<file path="src/rtl/dma_ctrl_params.svh">
// constants for the dma channel control register block
`ifndef DMA_CTRL_PARAMS_SVH
`define DMA_CTRL_PARAMS_SVH
`define ADDR_CTRL_STATUS   4'h8
`define ADDR_SOFT_REQ      4'h9
`define ADDR_MASK_ONE      4'hA
`define ADDR_MODE          4'hB
`define ADDR_CLEAR_MASKS   4'hE
`define ADDR_TEMP_RESET    4'hD
`define ADDR_MASK_ALL      4'hF
`define BIT_ACK_LEVEL      7
`define BIT_REQ_LEVEL      6
`define BIT_EXT_WRITE      5
`define BIT_ROTATE         4
`define BIT_COMPRESSED     3
`define BIT_DISABLE        2
`define BIT_SRC_HOLD       1
`define BIT_MEM_TO_MEM     0
`define BIT_SET_FLAG       2
`define CTRL_RESET         8'h00
`define MASK_RESET         4'hF
`define FIFO_DEPTH         8
`endif

</file>
<file path="src/rtl/dma_ctrl_pkg.sv">
// types shared by the dma channel control register block
package dma_ctrl_pkg;
	typedef enum logic [1:0] {
		MODE_DEMAND = 2'b00,
		MODE_SINGLE = 2'b01,
		MODE_BLOCK  = 2'b10,
		MODE_CASC   = 2'b11
	} xfer_mode_t;
	typedef enum logic [1:0] {
		DIR_VERIFY  = 2'b00,
		DIR_IO_MEM  = 2'b01,
		DIR_MEM_IO  = 2'b10,
		DIR_INHIBIT = 2'b11
	} xfer_dir_t;
	typedef struct packed {
		xfer_mode_t xfer_mode;
		logic       addr_dir;
		logic       auto_reload;
		xfer_dir_t  xfer_dir;
	} chan_mode_t;
	typedef struct packed {
		logic       ack_level_sel;
		logic       req_level_sel;
		logic       extended_write;
		logic       rotate_priority;
		logic       compressed_timing;
		logic       dma_disable;
		logic       src_addr_hold;
		logic       mem_to_mem_en;
	} dev_ctrl_t;
	typedef struct packed {
		logic       wr;
		logic       rd;
		logic [3:0] addr;
		logic [7:0] wdata;
	} host_req_t;
endpackage : dma_ctrl_pkg

</file>
<file path="src/rtl/byte_fifo.sv">
// small flip-flop fifo with valid/ready on both sides
`timescale 1ns/1ps
module byte_fifo #(
	parameter int WIDTH = 8,
	parameter int DEPTH = 8
) (
	input  wire logic             ref_clk,
	input  wire logic             reset,
	input  wire logic             clk_en,
	input  wire logic             in_valid,
	output logic                  in_ready,
	input  wire logic [WIDTH-1:0] in_data,
	output logic                  out_valid,
	input  wire logic             out_ready,
	output logic      [WIDTH-1:0] out_data
);
	localparam int AW = $clog2(DEPTH);
	logic [WIDTH-1:0] mem_reg [DEPTH];
	logic [AW-1:0]    wptr_reg;
	logic [AW-1:0]    rptr_reg;
	logic [AW:0]      count_reg;
	logic             push;
	logic             pop;
	assign in_ready  = (count_reg != (AW+1)'(DEPTH));
	assign out_valid = (count_reg != '0);
	assign out_data  = mem_reg[rptr_reg];
	assign push      = clk_en && in_valid && in_ready;
	assign pop       = clk_en && out_valid && out_ready;
	always_ff @(posedge ref_clk) begin
		if (push) begin
			mem_reg[wptr_reg] <= in_data;
		end
	end
	always_ff @(posedge ref_clk or posedge reset) begin
		if (reset) begin
			wptr_reg  <= '0;
			rptr_reg  <= '0;
			count_reg <= '0;
		end else begin
			if (push) begin
				wptr_reg <= (wptr_reg == AW'(DEPTH-1)) ? '0 : wptr_reg + 1'b1;
			end
			if (pop) begin
				rptr_reg <= (rptr_reg == AW'(DEPTH-1)) ? '0 : rptr_reg + 1'b1;
			end
			count_reg <= count_reg + (AW+1)'(push) - (AW+1)'(pop);
		end
	end
endmodule : byte_fifo

</file>
<file path="src/rtl/dma_ctrl_regs.sv">
// control and status registers of a four-channel dma controller
`timescale 1ns/1ps
`include "dma_ctrl_params.svh"
module dma_ctrl_regs (
	input  wire logic                     ref_clk,
	input  wire logic                     reset,
	input  wire logic                     clk_en,
	input  wire dma_ctrl_pkg::host_req_t  host_req,
	output logic [7:0]                    host_rdata,
	input  wire logic [3:0]               chan_request_in,
	output logic [3:0]                    chan_ack_out,
	output logic                          hold_request_out,
	input  wire logic                     hold_ack_in,
	input  wire logic [3:0]               tc_event,
	input  wire logic                     end_in,
	input  wire logic                     xfer_done,
	input  wire logic                     m2m_byte_valid,
	input  wire logic [7:0]               m2m_byte,
	output logic                          m2m_byte_ready,
	output dma_ctrl_pkg::chan_mode_t      eff_mode_0,
	output dma_ctrl_pkg::chan_mode_t      eff_mode_1,
	output dma_ctrl_pkg::chan_mode_t      eff_mode_2,
	output dma_ctrl_pkg::chan_mode_t      eff_mode_3,
	output logic                          src_hold_active,
	output logic                          m2m_active,
	output logic                          write_follows_read,
	output logic                          compressed_active,
	output logic [1:0]                    service_chan
);
	import dma_ctrl_pkg::*;

	dev_ctrl_t  ctrl_reg;
	chan_mode_t mode_reg [4];
	logic [3:0] mask_reg;
	logic [3:0] soft_req_reg;
	logic [3:0] tc_reg;
	logic [7:0] temp_byte_reg;
	logic [3:0] req_meta_reg;
	logic [3:0] req_sync_reg;
	logic       hack_meta_reg;
	logic       hack_sync_reg;
	logic       end_meta_reg;
	logic       end_sync_reg;
	logic [1:0] last_chan_reg;
	logic       busy_reg;
	logic [1:0] cur_chan_reg;
	logic [7:0] rdata_reg;
	logic [3:0] ack_reg;
	logic       hold_reg;
	logic       soft_reset;
	logic       wr_ctrl;
	logic       rd_status;
	logic [3:0] hw_req;
	logic [3:0] pending;
	logic       grant_valid;
	logic [1:0] grant_chan;
	logic [1:0] fifo_unused;
	logic       fifo_valid;
	logic [7:0] fifo_byte;
	logic [1:0] sel;

	assign sel        = host_req.wdata[1:0];
	assign wr_ctrl    = clk_en && host_req.wr;
	assign rd_status  = clk_en && host_req.rd &&
		host_req.addr == `ADDR_CTRL_STATUS;
	assign soft_reset = wr_ctrl && host_req.addr == `ADDR_TEMP_RESET;
	assign fifo_unused = 2'b00;

	// pins cross into ref_clk through two flops
	always_ff @(posedge ref_clk or posedge reset) begin
		if (reset) begin
			req_meta_reg  <= 4'h0;
			req_sync_reg  <= 4'h0;
			hack_meta_reg <= 1'b0;
			hack_sync_reg <= 1'b0;
			end_meta_reg  <= 1'b0;
			end_sync_reg  <= 1'b0;
		end else if (clk_en) begin
			req_meta_reg  <= chan_request_in;
			req_sync_reg  <= req_meta_reg;
			hack_meta_reg <= hold_ack_in;
			hack_sync_reg <= hack_meta_reg;
			end_meta_reg  <= end_in;
			end_sync_reg  <= end_meta_reg;
		end
	end

	// polarity applied after the synchroniser
	assign hw_req = ctrl_reg.req_level_sel ? ~req_sync_reg
		: req_sync_reg;
	assign pending = (hw_req & ~mask_reg) | soft_req_reg;

	// fixed or rotating choice among pending channels
	always_comb begin
		logic [1:0] start;
		logic [1:0] idx;
		idx         = 2'd0;
		start       = ctrl_reg.rotate_priority ? last_chan_reg + 2'd1
			: 2'd0;
		grant_valid = 1'b0;
		grant_chan  = 2'd0;
		for (int i = 3; i >= 0; i--) begin
			idx = start + 2'(i);
			if (pending[idx]) begin
				grant_valid = 1'b1;
				grant_chan  = idx;
			end
		end
	end

	always_ff @(posedge ref_clk or posedge reset) begin
		if (reset) begin
			ctrl_reg <= `CTRL_RESET;
		end else if (soft_reset) begin
			ctrl_reg <= `CTRL_RESET;
		end else if (wr_ctrl && host_req.addr == `ADDR_CTRL_STATUS) begin
			ctrl_reg <= host_req.wdata;
		end
	end

	// mode copies are not cleared by a software reset
	generate
		for (genvar c = 0; c < 4; c++) begin : g_mode
			always_ff @(posedge ref_clk or posedge reset) begin
				if (reset) begin
					mode_reg[c] <= '0;
				end else if (wr_ctrl && host_req.addr == `ADDR_MODE &&
						sel == 2'(c)) begin
					mode_reg[c] <= host_req.wdata[7:2];
				end
			end
		end
	endgenerate

	always_ff @(posedge ref_clk or posedge reset) begin
		if (reset) begin
			mask_reg <= `MASK_RESET;
		end else if (soft_reset) begin
			mask_reg <= `MASK_RESET;
		end else if (wr_ctrl && host_req.addr == `ADDR_MASK_ONE) begin
			mask_reg[sel] <= host_req.wdata[`BIT_SET_FLAG];
		end else if (wr_ctrl && host_req.addr == `ADDR_MASK_ALL) begin
			mask_reg <= host_req.wdata[3:0];
		end else if (wr_ctrl && host_req.addr == `ADDR_CLEAR_MASKS) begin
			mask_reg <= 4'h0;
		end
	end

	always_ff @(posedge ref_clk or posedge reset) begin
		if (reset) begin
			soft_req_reg <= 4'h0;
		end else if (soft_reset) begin
			soft_req_reg <= 4'h0;
		end else if (wr_ctrl && host_req.addr == `ADDR_SOFT_REQ) begin
			soft_req_reg[sel] <= host_req.wdata[`BIT_SET_FLAG];
		end else if (clk_en && busy_reg && xfer_done) begin
			soft_req_reg[cur_chan_reg] <= 1'b0;
		end
	end

	// a new event wins over the read-clear in the same cycle
	always_ff @(posedge ref_clk or posedge reset) begin
		if (reset) begin
			tc_reg <= 4'h0;
		end else if (soft_reset) begin
			tc_reg <= 4'h0;
		end else if (clk_en) begin
			for (int c = 0; c < 4; c++) begin
				if (tc_event[c] ||
						(end_sync_reg && busy_reg && cur_chan_reg == 2'(c))) begin
					tc_reg[c] <= 1'b1;
				end else if (rd_status) begin
					tc_reg[c] <= 1'b0;
				end
			end
		end
	end

	// the fifo absorbs a burst of bytes; only the newest is kept
	byte_fifo #(.WIDTH(8), .DEPTH(`FIFO_DEPTH)) u_fifo (
		.ref_clk   (ref_clk),
		.reset     (reset),
		.clk_en    (clk_en),
		.in_valid  (m2m_byte_valid && m2m_active),
		.in_ready  (m2m_byte_ready),
		.in_data   (m2m_byte),
		.out_valid (fifo_valid),
		.out_ready (!soft_reset),
		.out_data  (fifo_byte)
	);

	always_ff @(posedge ref_clk or posedge reset) begin
		if (reset) begin
			temp_byte_reg <= 8'h00;
		end else if (soft_reset) begin
			temp_byte_reg <= 8'h00;
		end else if (clk_en && fifo_valid) begin
			temp_byte_reg <= fifo_byte;
		end
	end

	// hold request, service channel and rotation memory
	always_ff @(posedge ref_clk or posedge reset) begin
		if (reset) begin
			hold_reg      <= 1'b0;
			busy_reg      <= 1'b0;
			cur_chan_reg  <= 2'd0;
			last_chan_reg <= 2'd3;
		end else if (soft_reset || (clk_en && ctrl_reg.dma_disable)) begin
			hold_reg <= 1'b0;
			busy_reg <= 1'b0;
		end else if (clk_en) begin
			if (!busy_reg) begin
				hold_reg <= grant_valid;
				if (grant_valid && hold_reg && hack_sync_reg) begin
					busy_reg     <= 1'b1;
					cur_chan_reg <= grant_chan;
				end
			end else if (xfer_done || end_sync_reg) begin
				busy_reg      <= 1'b0;
				hold_reg      <= 1'b0;
				last_chan_reg <= cur_chan_reg;
			end
		end
	end

	always_ff @(posedge ref_clk or posedge reset) begin
		if (reset) begin
			ack_reg <= 4'hF;
		end else if (clk_en) begin
			for (int c = 0; c < 4; c++) begin
				ack_reg[c] <= (busy_reg && cur_chan_reg == 2'(c)) ~^
					ctrl_reg.ack_level_sel;
			end
		end
	end

	always_ff @(posedge ref_clk or posedge reset) begin
		if (reset) begin
			rdata_reg <= 8'h00;
		end else if (clk_en && host_req.rd) begin
			unique case (host_req.addr)
				`ADDR_CTRL_STATUS: rdata_reg <= {hw_req, tc_reg};
				`ADDR_TEMP_RESET:  rdata_reg <= temp_byte_reg;
				default:           rdata_reg <= 8'h00;
			endcase
		end
	end

	// effective per-channel settings seen by the transfer engine
	always_ff @(posedge ref_clk or posedge reset) begin
		if (reset) begin
			eff_mode_0         <= '0;
			eff_mode_1         <= '0;
			eff_mode_2         <= '0;
			eff_mode_3         <= '0;
			m2m_active         <= 1'b0;
			src_hold_active    <= 1'b0;
			write_follows_read <= 1'b0;
			compressed_active  <= 1'b0;
		end else if (clk_en) begin
			eff_mode_0 <= ctrl_reg.mem_to_mem_en ?
				{MODE_BLOCK, mode_reg[0][3:0]} : mode_reg[0];
			eff_mode_1 <= ctrl_reg.mem_to_mem_en ?
				{MODE_BLOCK, mode_reg[1][3:0]} : mode_reg[1];
			eff_mode_2 <= mode_reg[2];
			eff_mode_3 <= mode_reg[3];
			m2m_active <= ctrl_reg.mem_to_mem_en;
			src_hold_active <= ctrl_reg.mem_to_mem_en &&
				ctrl_reg.src_addr_hold;
			write_follows_read <= ctrl_reg.extended_write;
			compressed_active  <= ctrl_reg.compressed_timing;
		end
	end

	assign host_rdata       = rdata_reg;
	assign chan_ack_out     = ack_reg;
	assign hold_request_out = hold_reg;
	assign service_chan     = cur_chan_reg;
endmodule : dma_ctrl_regs

</file>
<file path="config.mk">
export PLATFORM = sky130hd
export DESIGN_NAME = dma_ctrl_regs
export DESIGN_NICKNAME = d
export VERILOG_FILES = /design/src/rtl/dma_ctrl_pkg.sv /design/src/rtl/byte_fifo.sv /design/src/rtl/dma_ctrl_regs.sv
export VERILOG_INCLUDE_DIRS = /design/src /design/src/rtl
export SDC_FILE = /design/constraint.sdc
export NUM_CORES = 1
export LEC_CHECK = 0
export BUFFER_PORTS_ARGS = -buffer_cell sky130_fd_sc_hd__buf_2
export CELL_PAD_IN_SITES_DETAIL_PLACEMENT = 1
export CELL_PAD_IN_SITES_GLOBAL_PLACEMENT = 1
export CORE_MARGIN = 5
export CORE_UTILIZATION = 48
export DETAILED_ROUTE_END_ITERATION = 8
export GPL_TIMING_DRIVEN = 0
export PLACE_DENSITY = 0.82
export SKIP_CTS_REPAIR_TIMING = 1
export SLEW_MARGIN = 20
export SYNTH_ARGS = -nofsm -noshare
export SYNTH_HDL_FRONTEND = slang
export SYNTH_SLANG_ARGS = --single-unit
</file>
<file path="constraint.sdc">
create_clock -name ref_clk -period 4 [get_ports ref_clk]
set_input_delay 0 -clock ref_clk [delete_from_list [all_inputs] [get_ports ref_clk]]
set_output_delay 0 -clock ref_clk [all_outputs]
set_load 0.02 [all_outputs]
</file>
==> reports/qor.yml, run 1 <==
status: "finished, violations left"
violations: "negative hold slack"
grt_max_degree: 71
synth_edf_count: 64
p_int_w: 0.00365
area_growth_pct: 20.1
slew_violations: 0
cts-root-buf: "clkbuf_16"
ys_ff_latch: 184
hold_viol_final: 1
routed_wl_um: 21400
via_count: 5286
die_area_mm2: 0.0190
synth_top_area_share_pct: 35.0
ioPinCount: 81
antenna_found_initial: 0
p_switching_w: 0.00179
drtPass1Iterations: 5
ys_types: 58
seq_area_frac_synth_pct: 62.8
rsz0062_at_grt: "no"
critPathLaunch: "u_fifo.count_reg[2]"
gp_congestion: 0.841
r2r-end: "u_fifo.count_reg[3]"
clk_latency_ns: 0.45
die-width_um: 138
r2r_slack_ns: 1.08
grt_pass1_vias: 5749
groute.usage.overall_pct: 23.3
finalSetupViolations: 0
syn_area_per_cell_um2: 13.7
die_y_um: 138
async_flop_share_pct: 65.2
grt_pass1_wl_um: 32700
synth_warnings: 0
synthFlopType: "dfrtp_1"
critical_path_class: "register to register"
clockPowerShare_pct: 31.0
nets: 746
largest_register_ffs: 64
syn_area_mm2: 0.00786
final.period_utilization_pct: 73.0
p_leak_nw: 4.09
antenna_cells: 0
antenna_left: 0
r2r_start: "u_fifo.count_reg[2]"
rows: 46
cp-end-kind: "register"
place_ws_ns: 1.27
hold_class: "input port to register"
power_density_mw_per_mm2: 576
drt_iter0_drc: 375
slew_headroom_pct: 33.1
vias_per_cell: 5.70
cts_num_sinks: 184
ir_worst_vdd_uv: 376
cts_buffers: 17
start_kind: "register"
start_util_pct: 49.1
drc_errors: 0
swShare_pct: 32.9
path_max_fanout: 8
min_period_ns: 2.92
timing.hold.ws_ns: -0.00584
fillers: 1625
worst_pin_slew_ns: 1.00
cp.arrival_ns: 3.29
setup_tns_ns: 0
gr-total-overflow: 0
reg2reg_depth: 11
clock_path_buffers: 2
dp.final_hpwl_um: 14400
portBuffers: 76
routedWlPerCell_um: 23.1
clk_pin_slew_ns: 0.07
synth.area.top_cells: "dfrtp_1, edfxtp_1, mux2_2"
netlist_instances: 572
clock_skew_ns: 0.0109
combinationalPowerShare_pct: 25.0
finish.utilization_pct: 59.0
worstSetupEndpoint: "u_fifo.count_reg[3]"
seq_power_share_pct: 44.0
yosysTopAreaCell: "dfrtp_1"
fin_ws_ns: 1.08
core_mm2: 0.0160
dp.cells: 865
p_total_w: 0.00544
tritoncts: "done"
cp.required_ns: 4.37
syn_nets: 620
drive_gt1_share_pct: 31.2
max-cap-violations: 0
max_freq_ghz: 0.343
layout.cells.non_filler: 927
cts_max_level: 4
-- stage by stage --
stage / cell area [um2] / hold slack, ns
6_report: 9440 / -0.00584
5_1_grt: 9440 / 0.0232
4_1_cts: 9140 / -0.397
3_5_place_dp: 8560 / 0.0790
3_3_place_gp: 8510 / 0.233
2_1_floorplan: 7860 / 0.0989
-- placed cells by master (no fill, tap or decap), drive strengths merged, types with 3 or more instances in the layout --
cell / Yosys / routed
a222oi: 5 / 5
nand2: 49 / 49
dfrtp: 110 / 110
a21oi: 13 / 13
buf: 10 / 87
a211oi: 9 / 9
nor2: 38 / 38
xnor2: 7 / 7
mux2: 68 / 68
nand3: 18 / 18
edfxtp: 64 / 64
o31ai: 3 / 3
dlygate4sd3: 0 / 30
ha: 10 / 10
mux2i: 11 / 11
nor3: 9 / 9
nand2b: 9 / 9
nor2b: 5 / 5
a21o: 4 / 4
dfstp: 10 / 10
xor2: 3 / 3
mux4: 16 / 16
o21ai: 20 / 20
inv: 25 / 38
o21bai: 3 / 3
a221o: 3 / 3
clkbuf: 17 / 34
o22ai: 5 / 5
-- layout make-up --
class | count | area (um2) | share of cell area (%)
clock inverters | 15 | 161 | 1.71
inverters | 25 | 98.8 | 1.05
well taps | 216 | 270 | 2.86
plain buffers | 27 | 133 | 1.40
flip-flops and latches | 184 | 4940 | 52.3
clock buffers | 17 | 425 | 4.51
multi-input cells | 336 | 2710 | 28.7
repair buffers | 107 | 708 | 7.50
-- how the worst min path moves through the flow --
stage                           endpoint  cells after the start           start  slack (ns)
floorplan           u_fifo.mem_reg[0][0]                      0     m2m_byte[0]         0.1
global placement            end_meta_reg                      2          end_in        0.23
detailed placement             tc_reg[1]                      2           reset        0.08
CTS                         end_sync_reg                      2           reset       -0.40
global route             soft_req_reg[2]                      4       xfer_done        0.02
finish                u_fifo.wptr_reg[1]                      3  m2m_byte_valid      -0.006
-- critical path: stages, from the launching register on --
cell and delay, ns:
dfrtp_1 0.32, inv_1 0.07, ha_1 0.21, a21boi_1 0.55
nand2_1 0.31, inv_1 0.18, ha_1 0.27, inv_1 0.08
ha_1 0.28, a21o_1 0.21, a21oi_1 0.21, xor2_1 0.16
-- routing by layer --
metal / part of all wire (%) / up-vias / track usage (%) / wire length [um]
li1: - / 2339 / - / -
met1: 40 / 2757 / 28.2 / 8490
met2: 53 / 144 / 40.8 / 11300
met3: 4.4 / 46 / 4.86 / 944
met4: 3.0 / 0 / 9.33 / 646
met5: 0 / - / 0 / 0
-- cells by family after synthesis --
family | count (synthesis) | share of synthesized area (%)
DFF | 184 | 62.8
buffers and inverters | 52 | 2.88
muxes | 95 | 15.8
and+or+nand+nor | 142 | 8.72
AOI/OAI and AO/OA | 77 | 6.70
xor gates and xnor gates | 10 | 1.11
adders and majority gates | 12 | 1.97
-- synthesized netlist by cell type (2+ instances only) --
library cell / number
nor2_1: 38
nor3b_1: 2
edfxtp_1: 64
nor2b_1: 5
a21oi_1: 13
and2_1: 2
mux2_2: 66
mux2i_1: 11
ha_1: 10
a21o_1: 4
o41ai_1: 2
and3_1: 2
o21ai_0: 20
a211oi_1: 9
nand2_1: 48
a222oi_1: 5
a221o_1: 3
xnor2_1: 7
nand4_1: 2
clkbuf_1: 17
nor3_1: 8
dfstp_2: 10
mux2_4: 2
xor2_1: 3
o21bai_1: 2
o31ai_1: 3
buf_2: 4
nand2b_1: 9
buf_6: 3
inv_1: 25
mux4_2: 16
buf_1: 2
dfrtp_1: 110
nand3_1: 17
o22ai_1: 5
-- power groups by stage --
| stage | registers, W | clock network (W) | logic [W] |
|---|---|---|---|
| floorplan | 0.00244 | 0 | 0.000854 |
| global route | 0.00242 | 0.00180 | 0.00148 |
| global placement | 0.00239 | 0 | 0.00121 |
| finish | 0.00239 | 0.00168 | 0.00136 |
| detailed placement | 0.00242 | 0 | 0.00131 |
| CTS | 0.00239 | 0.00170 | 0.00135 |
(Power assumes the default switching activity.)
==> run 2, diff against run 1 <==
clock period = 3 ns   (was 4 ns; I/O delays follow)
==> run 2 against run 1 <==
The flow now finishes without violations; register-to-register slack lost 0.79 ns; global-route usage shrank 0.83 points; combinational power grew 32%; largest cell class unchanged; cell count grew 0.32%; non-clock buffer count grew 3.
==> reports/qor.yml, run 2 (synthesized netlist as in run 1, its figures left out) <==
gr-total-overflow: 0
hold_end: "u_fifo.wptr_reg[2]"
worst_pin_slew_ns: 0.924
cts_max_level: 4
setup_tns_ns: 0
final.period_utilization_pct: 90.2
grt_pass1_vias: 5737
antenna_found_initial: 0
cp.required_ns: 3.33
die_y_um: 138
max_freq_ghz: 0.370
critPathMaxStageDelay_ns: 0.56
antenna_left: 0
status: "complete, no violations"
routed_wl_um: 20600
drc_errors: 0
tritoncts: "done"
grt_max_degree: 36
clk_latency_ns: 0.43
postLayoutCellArea_mm2: 0.00953
cp-end-kind: "register"
rows: 46
nets: 749
groute.usage.overall_pct: 22.5
via_count: 5261
cts_num_sinks: 184
worst_path_max_delay_cell: "a21boi_1"
start_kind: "register"
clk_pin_slew_ns: 0.07
start_util_pct: 49.1
drive_gt1_share_pct: 31.5
fillers: 1632
cp_cell_sequence: "inv_1, ha_1, a21boi_1, nand2_1, inv_1, ha_1, inv_1, ha_1, inv_1, fa_1, inv_1"
cts-root-buf: "clkbuf_16"
final_cell_mix: "dfrtp_1, buf_2, mux2_2"
max-cap-violations: 0
hold_class: "input port to register"
critical_path.top_delay_family: "adder cells"
r2r_start: "u_fifo.count_reg[2]"
cp_common_cell: "inv_1"
area_growth_pct: 21.2
dpl-instance-area_mm2: 0.00861
rsz0062_at_grt: "no"
drt_iter0_drc: 399
path_max_fanout: 8
power_density_mw_per_mm2: 768
routedWlPerCell_um: 22.2
path_buf_inv: 5
vias_per_cell: 5.66
slew_violations: 0
clock_skew_ns: 0.00688
place_ws_ns: 0.328
critical_path_class: "register to register"
finish.utilization_pct: 59.6
antenna_cells: 0
ir_worst_vdd_uv: 482
fin_ws_ns: 0.295
die_area_mm2: 0.0190
worstHoldStart: "m2m_byte_valid"
cp.arrival_ns: 3.03
reg2reg_depth: 11
hold_path_depth: 4
clock_path_buffers: 2
slew_headroom_pct: 38.2
largest_register_ffs: 64
layout_commonest_cell: "dfrtp_1"
dp.final_hpwl_um: 14000
cts_buffers: 17
finalSetupViolations: 0
core_mm2: 0.0160
drtPass1Iterations: 5
hold_viol_final: 0
grt_pass1_wl_um: 31800
portBuffers: 76
p_total_w: 0.00732
r2r-end: "u_fifo.count_reg[1]"
ioPinCount: 81
gp_congestion: 0.861
p_leak_nw: 4.11
min_period_ns: 2.71
die-width_um: 138
r2r_slack_ns: 0.29
## run 2: cell count changes in the layout (fill, tap and decap cells not counted)
cell | previous run | this run
clkinv_4 | 0 | 2
inv_6 | 8 | 3
clkinv_8 | 2 | 0
clkinvlp_4 | 0 | 5
clkinv_2 | 0 | 1
buf_12 | 0 | 3
inv_8 | 6 | 2
bufinv_16 | 0 | 3
## run 2: area by class of cell
class	count	area [um2]	share of cell area, %
clock inverter	15	191	2.01
inverter	25	97.6	1.02
multi-input combinational	336	2710	28.4
clock buffer	17	425	4.46
timing repair buffer	110	768	8.06
buffer	27	133	1.39
tap	216	270	2.84
sequential	184	4940	51.8
## run 2: layer usage
metal | part of all wire (%) | track usage (%)
met5 | 0 | 0
met4 | 3.0 | 9.93
met3 | 4.5 | 4.61
met2 | 51 | 37.9
met1 | 41 | 28.1
## run 2: worst max path at each step
stage | startpoint | end | slack, ns | depth (start not counted)
2_1_floorplan | u_fifo.count_reg[2] | u_fifo.count_reg[2] | 0.78 | 11
3_3_place_gp | u_fifo.count_reg[2] | u_fifo.mem_reg[0][7] | 0.30 | 7
3_5_place_dp | u_fifo.count_reg[2] | u_fifo.count_reg[2] | 0.33 | 11
4_1_cts | u_fifo.count_reg[2] | u_fifo.count_reg[1] | 0.26 | 11
5_1_grt | u_fifo.count_reg[2] | u_fifo.count_reg[1] | 0.09 | 11
6_report | u_fifo.count_reg[2] | u_fifo.count_reg[1] | 0.29 | 11
## run 2: tightest hold or removal path: stages
cell     delay [ns]
buf_2          0.10
nand4_1        0.17
nand2_1        0.07
nand2_1        0.06
## run 2: metrics by stage
stage / instances / hold slack (ns)
floorplan: 572 / 0.0989
global placement: 864 / 0.233
detailed placement: 868 / 0.125
CTS: 900 / -0.330
global route: 930 / 0.0231
finish: 930 / 0.00701
## run 2: report_power, final
group | leakage (nW) | switching, W | total [W] | internal [W]
Sequential | 2.09 | 0.000245 | 0.00319 | 0.00295
Clock | 0.290 | 0.00100 | 0.00233 | 0.00133
Combinational | 1.73 | 0.000996 | 0.00179 | 0.000795
Total | 4.11 | 0.00224 | 0.00732 | 0.00507
==> run 3, diff against run 2 <==
REMOVE_ABC_BUFFERS = 1   (was unset)
SETUP_SLACK_MARGIN = 0.3   (was unset)
==> run 3 against run 2 <==
The run now ends with negative hold slack left; cell count decreased by 2.8%; non-clock buffer count down 26; first-iteration DRC count fell by 29%; sequential power grew 6%; flip-flop and latch count is the same; clock power is essentially flat; setup slack better by 0.23 ns; critical path depth fell by 4; critical path type unchanged.
==> reports/qor.yml, run 3 (synthesized netlist as in run 1, its figures left out) <==
cts_buffers: 17
cts-root-buf: "clkbuf_16"
hold_path_depth: 3
start_kind: "register"
gr-total-overflow: 0
clock_path_buffers: 2
drive_gt1_share_pct: 32.1
r2r_start: "u_fifo.count_reg[2]"
critical_path_class: "register to register"
portBuffers: 80
rsz0062_at_grt: "no"
largest_register_ffs: 64
drt_iter0_drc: 284
worstHoldStart: "host_req[8]"
path_max_fanout: 8
slew_violations: 0
via_count: 5054
reg2reg_depth: 7
max_freq_ghz: 0.403
r2r_slack_ns: 0.52
max-cap-violations: 0
final_cell_mix: "dfrtp_1, buf_2, mux2_2"
vias_per_cell: 5.59
die_area_mm2: 0.0190
fillers: 1604
cp-end-kind: "register"
seq_area_mm2: 0.00494
antenna_left: 0
dp.final_hpwl_um: 12600
cp_cell_sequence: "inv_1, ha_1, nand2_1, nand4_1, inv_1, nand2b_1, nor2_1"
clk_latency_ns: 0.43
tritoncts: "done"
power_density_mw_per_mm2: 765
grt_max_degree: 67
r2r-end: "u_fifo.mem_reg[6][6]"
worst_pin_slew_ns: 0.939
status: "finished, violations left"
cp.arrival_ns: 2.54
dp.cells: 842
layout.cells.non_filler: 904
hold_viol_final: 1
final.period_utilization_pct: 82.6
violations: "negative hold slack"
layout_commonest_cell: "dfrtp_1"
min_period_ns: 2.48
finalSetupViolations: 0
antenna_cells: 0
die_y_um: 138
grt_pass1_wl_um: 29800
worst_path_max_delay_cell: "nor2_1"
antenna_found_initial: 0
ir_worst_vdd_uv: 569
grt_pass1_vias: 5497
core_mm2: 0.0160
drc_errors: 0
routed_wl_um: 18800
hold_end: "mask_reg[2]"
gp_congestion: 0.874
multi_input_area_mm2: 0.00272
cts_num_sinks: 184
cts_max_level: 4
start_util_pct: 49.1
routedWlPerCell_um: 20.8
ioPinCount: 81
clk_pin_slew_ns: 0.07
area_growth_pct: 19.1
clock_skew_ns: 0.0106
critPathMaxStageDelay_ns: 0.73
nets: 723
postLayoutCellArea_mm2: 0.00937
slew_headroom_pct: 37.2
groute.usage.overall_pct: 20.8
cp_common_cell: "inv_1"
hold_class: "input port to register"
dpl-instance-area_mm2: 0.00845
die-width_um: 138
cp.required_ns: 3.06
p_leak_nw: 4.05
rows: 46
timing.hold.ws_ns: -0.0428
drtPass1Iterations: 4
-- run 3: changes by cell type in the layout (fill, tap and decap cells not counted), moves of 2 or more --
cell	delta
clkbuf_1	-17
buf_6	-3
buf_12	-3
inv_6	+3
clkinvlp_4	-4
buf_1	-2
-- run 3: area by class of cell --
cell class	count	area share (%)
clock buffer	17	4.54
multi-input combinational	336	29.0
clock inverter	15	1.96
timing repair buffer	111	7.78
tap	216	2.89
sequential	184	52.7
inverter	25	1.06
-- run 3: critical path, delay by kind of cell, from the launching register on --
family / cells / cell delay [ns]
DFF: 1 / 0.34
buffers and inverters: 2 / 0.34
and+or+nand+nor: 4 / 1.23
adders and majority gates: 1 / 0.19
-- run 3: report_power, final --
group | internal [W] | switching [W] | leakage [nW] | total, W
sequential | 0.00295 | 0.000433 | 2.09 | 0.00338
combinational | 0.000750 | 0.000726 | 1.66 | 0.00148
clock | 0.00127 | 0.00104 | 0.298 | 0.00231
total | 0.00496 | 0.00220 | 4.05 | 0.00716
-- run 3: routing by layer --
metal / share of wire [%] / GRT usage (%) / wire [um] / up-vias
li1: - / - / - / 2290
met2: 56 / 38.1 / 10500 / 111
met4: 1.9 / 6.59 / 349 / 0
met5: 0 / 0 / 0 / -
met3: 3.7 / 4.39 / 692 / 28
met1: 39 / 24.3 / 7340 / 2625
-- run 3: per-stage QoR --
stage	utilization [%]	total power (W)	setup TNS (ns)	setup WS, ns
6_report	58.5	0.00716	0	0.521
3_5_place_dp	52.8	0.00486	-1.03	-0.373
5_1_grt	58.5	0.00753	0	0.376
2_1_floorplan	-	0.00433	-18.62	-0.169
3_3_place_gp	52.5	0.00471	-162.48	-1.38
4_1_cts	56.6	0.00720	-0.658	-0.255
-- run 3: worst max path at each step --
stage	start	endpoint	slack, ns
finish	u_fifo.count_reg[2]	u_fifo.mem_reg[6][6]	0.52
global route	u_fifo.count_reg[2]	u_fifo.mem_reg[7][5]	0.38
CTS	u_fifo.count_reg[2]	u_fifo.count_reg[2]	-0.26
floorplan	reset	busy_reg	-0.17
detailed placement	clk_en	u_fifo.count_reg[2]	-0.37
global placement	reset	host_rdata[3]	-1.38
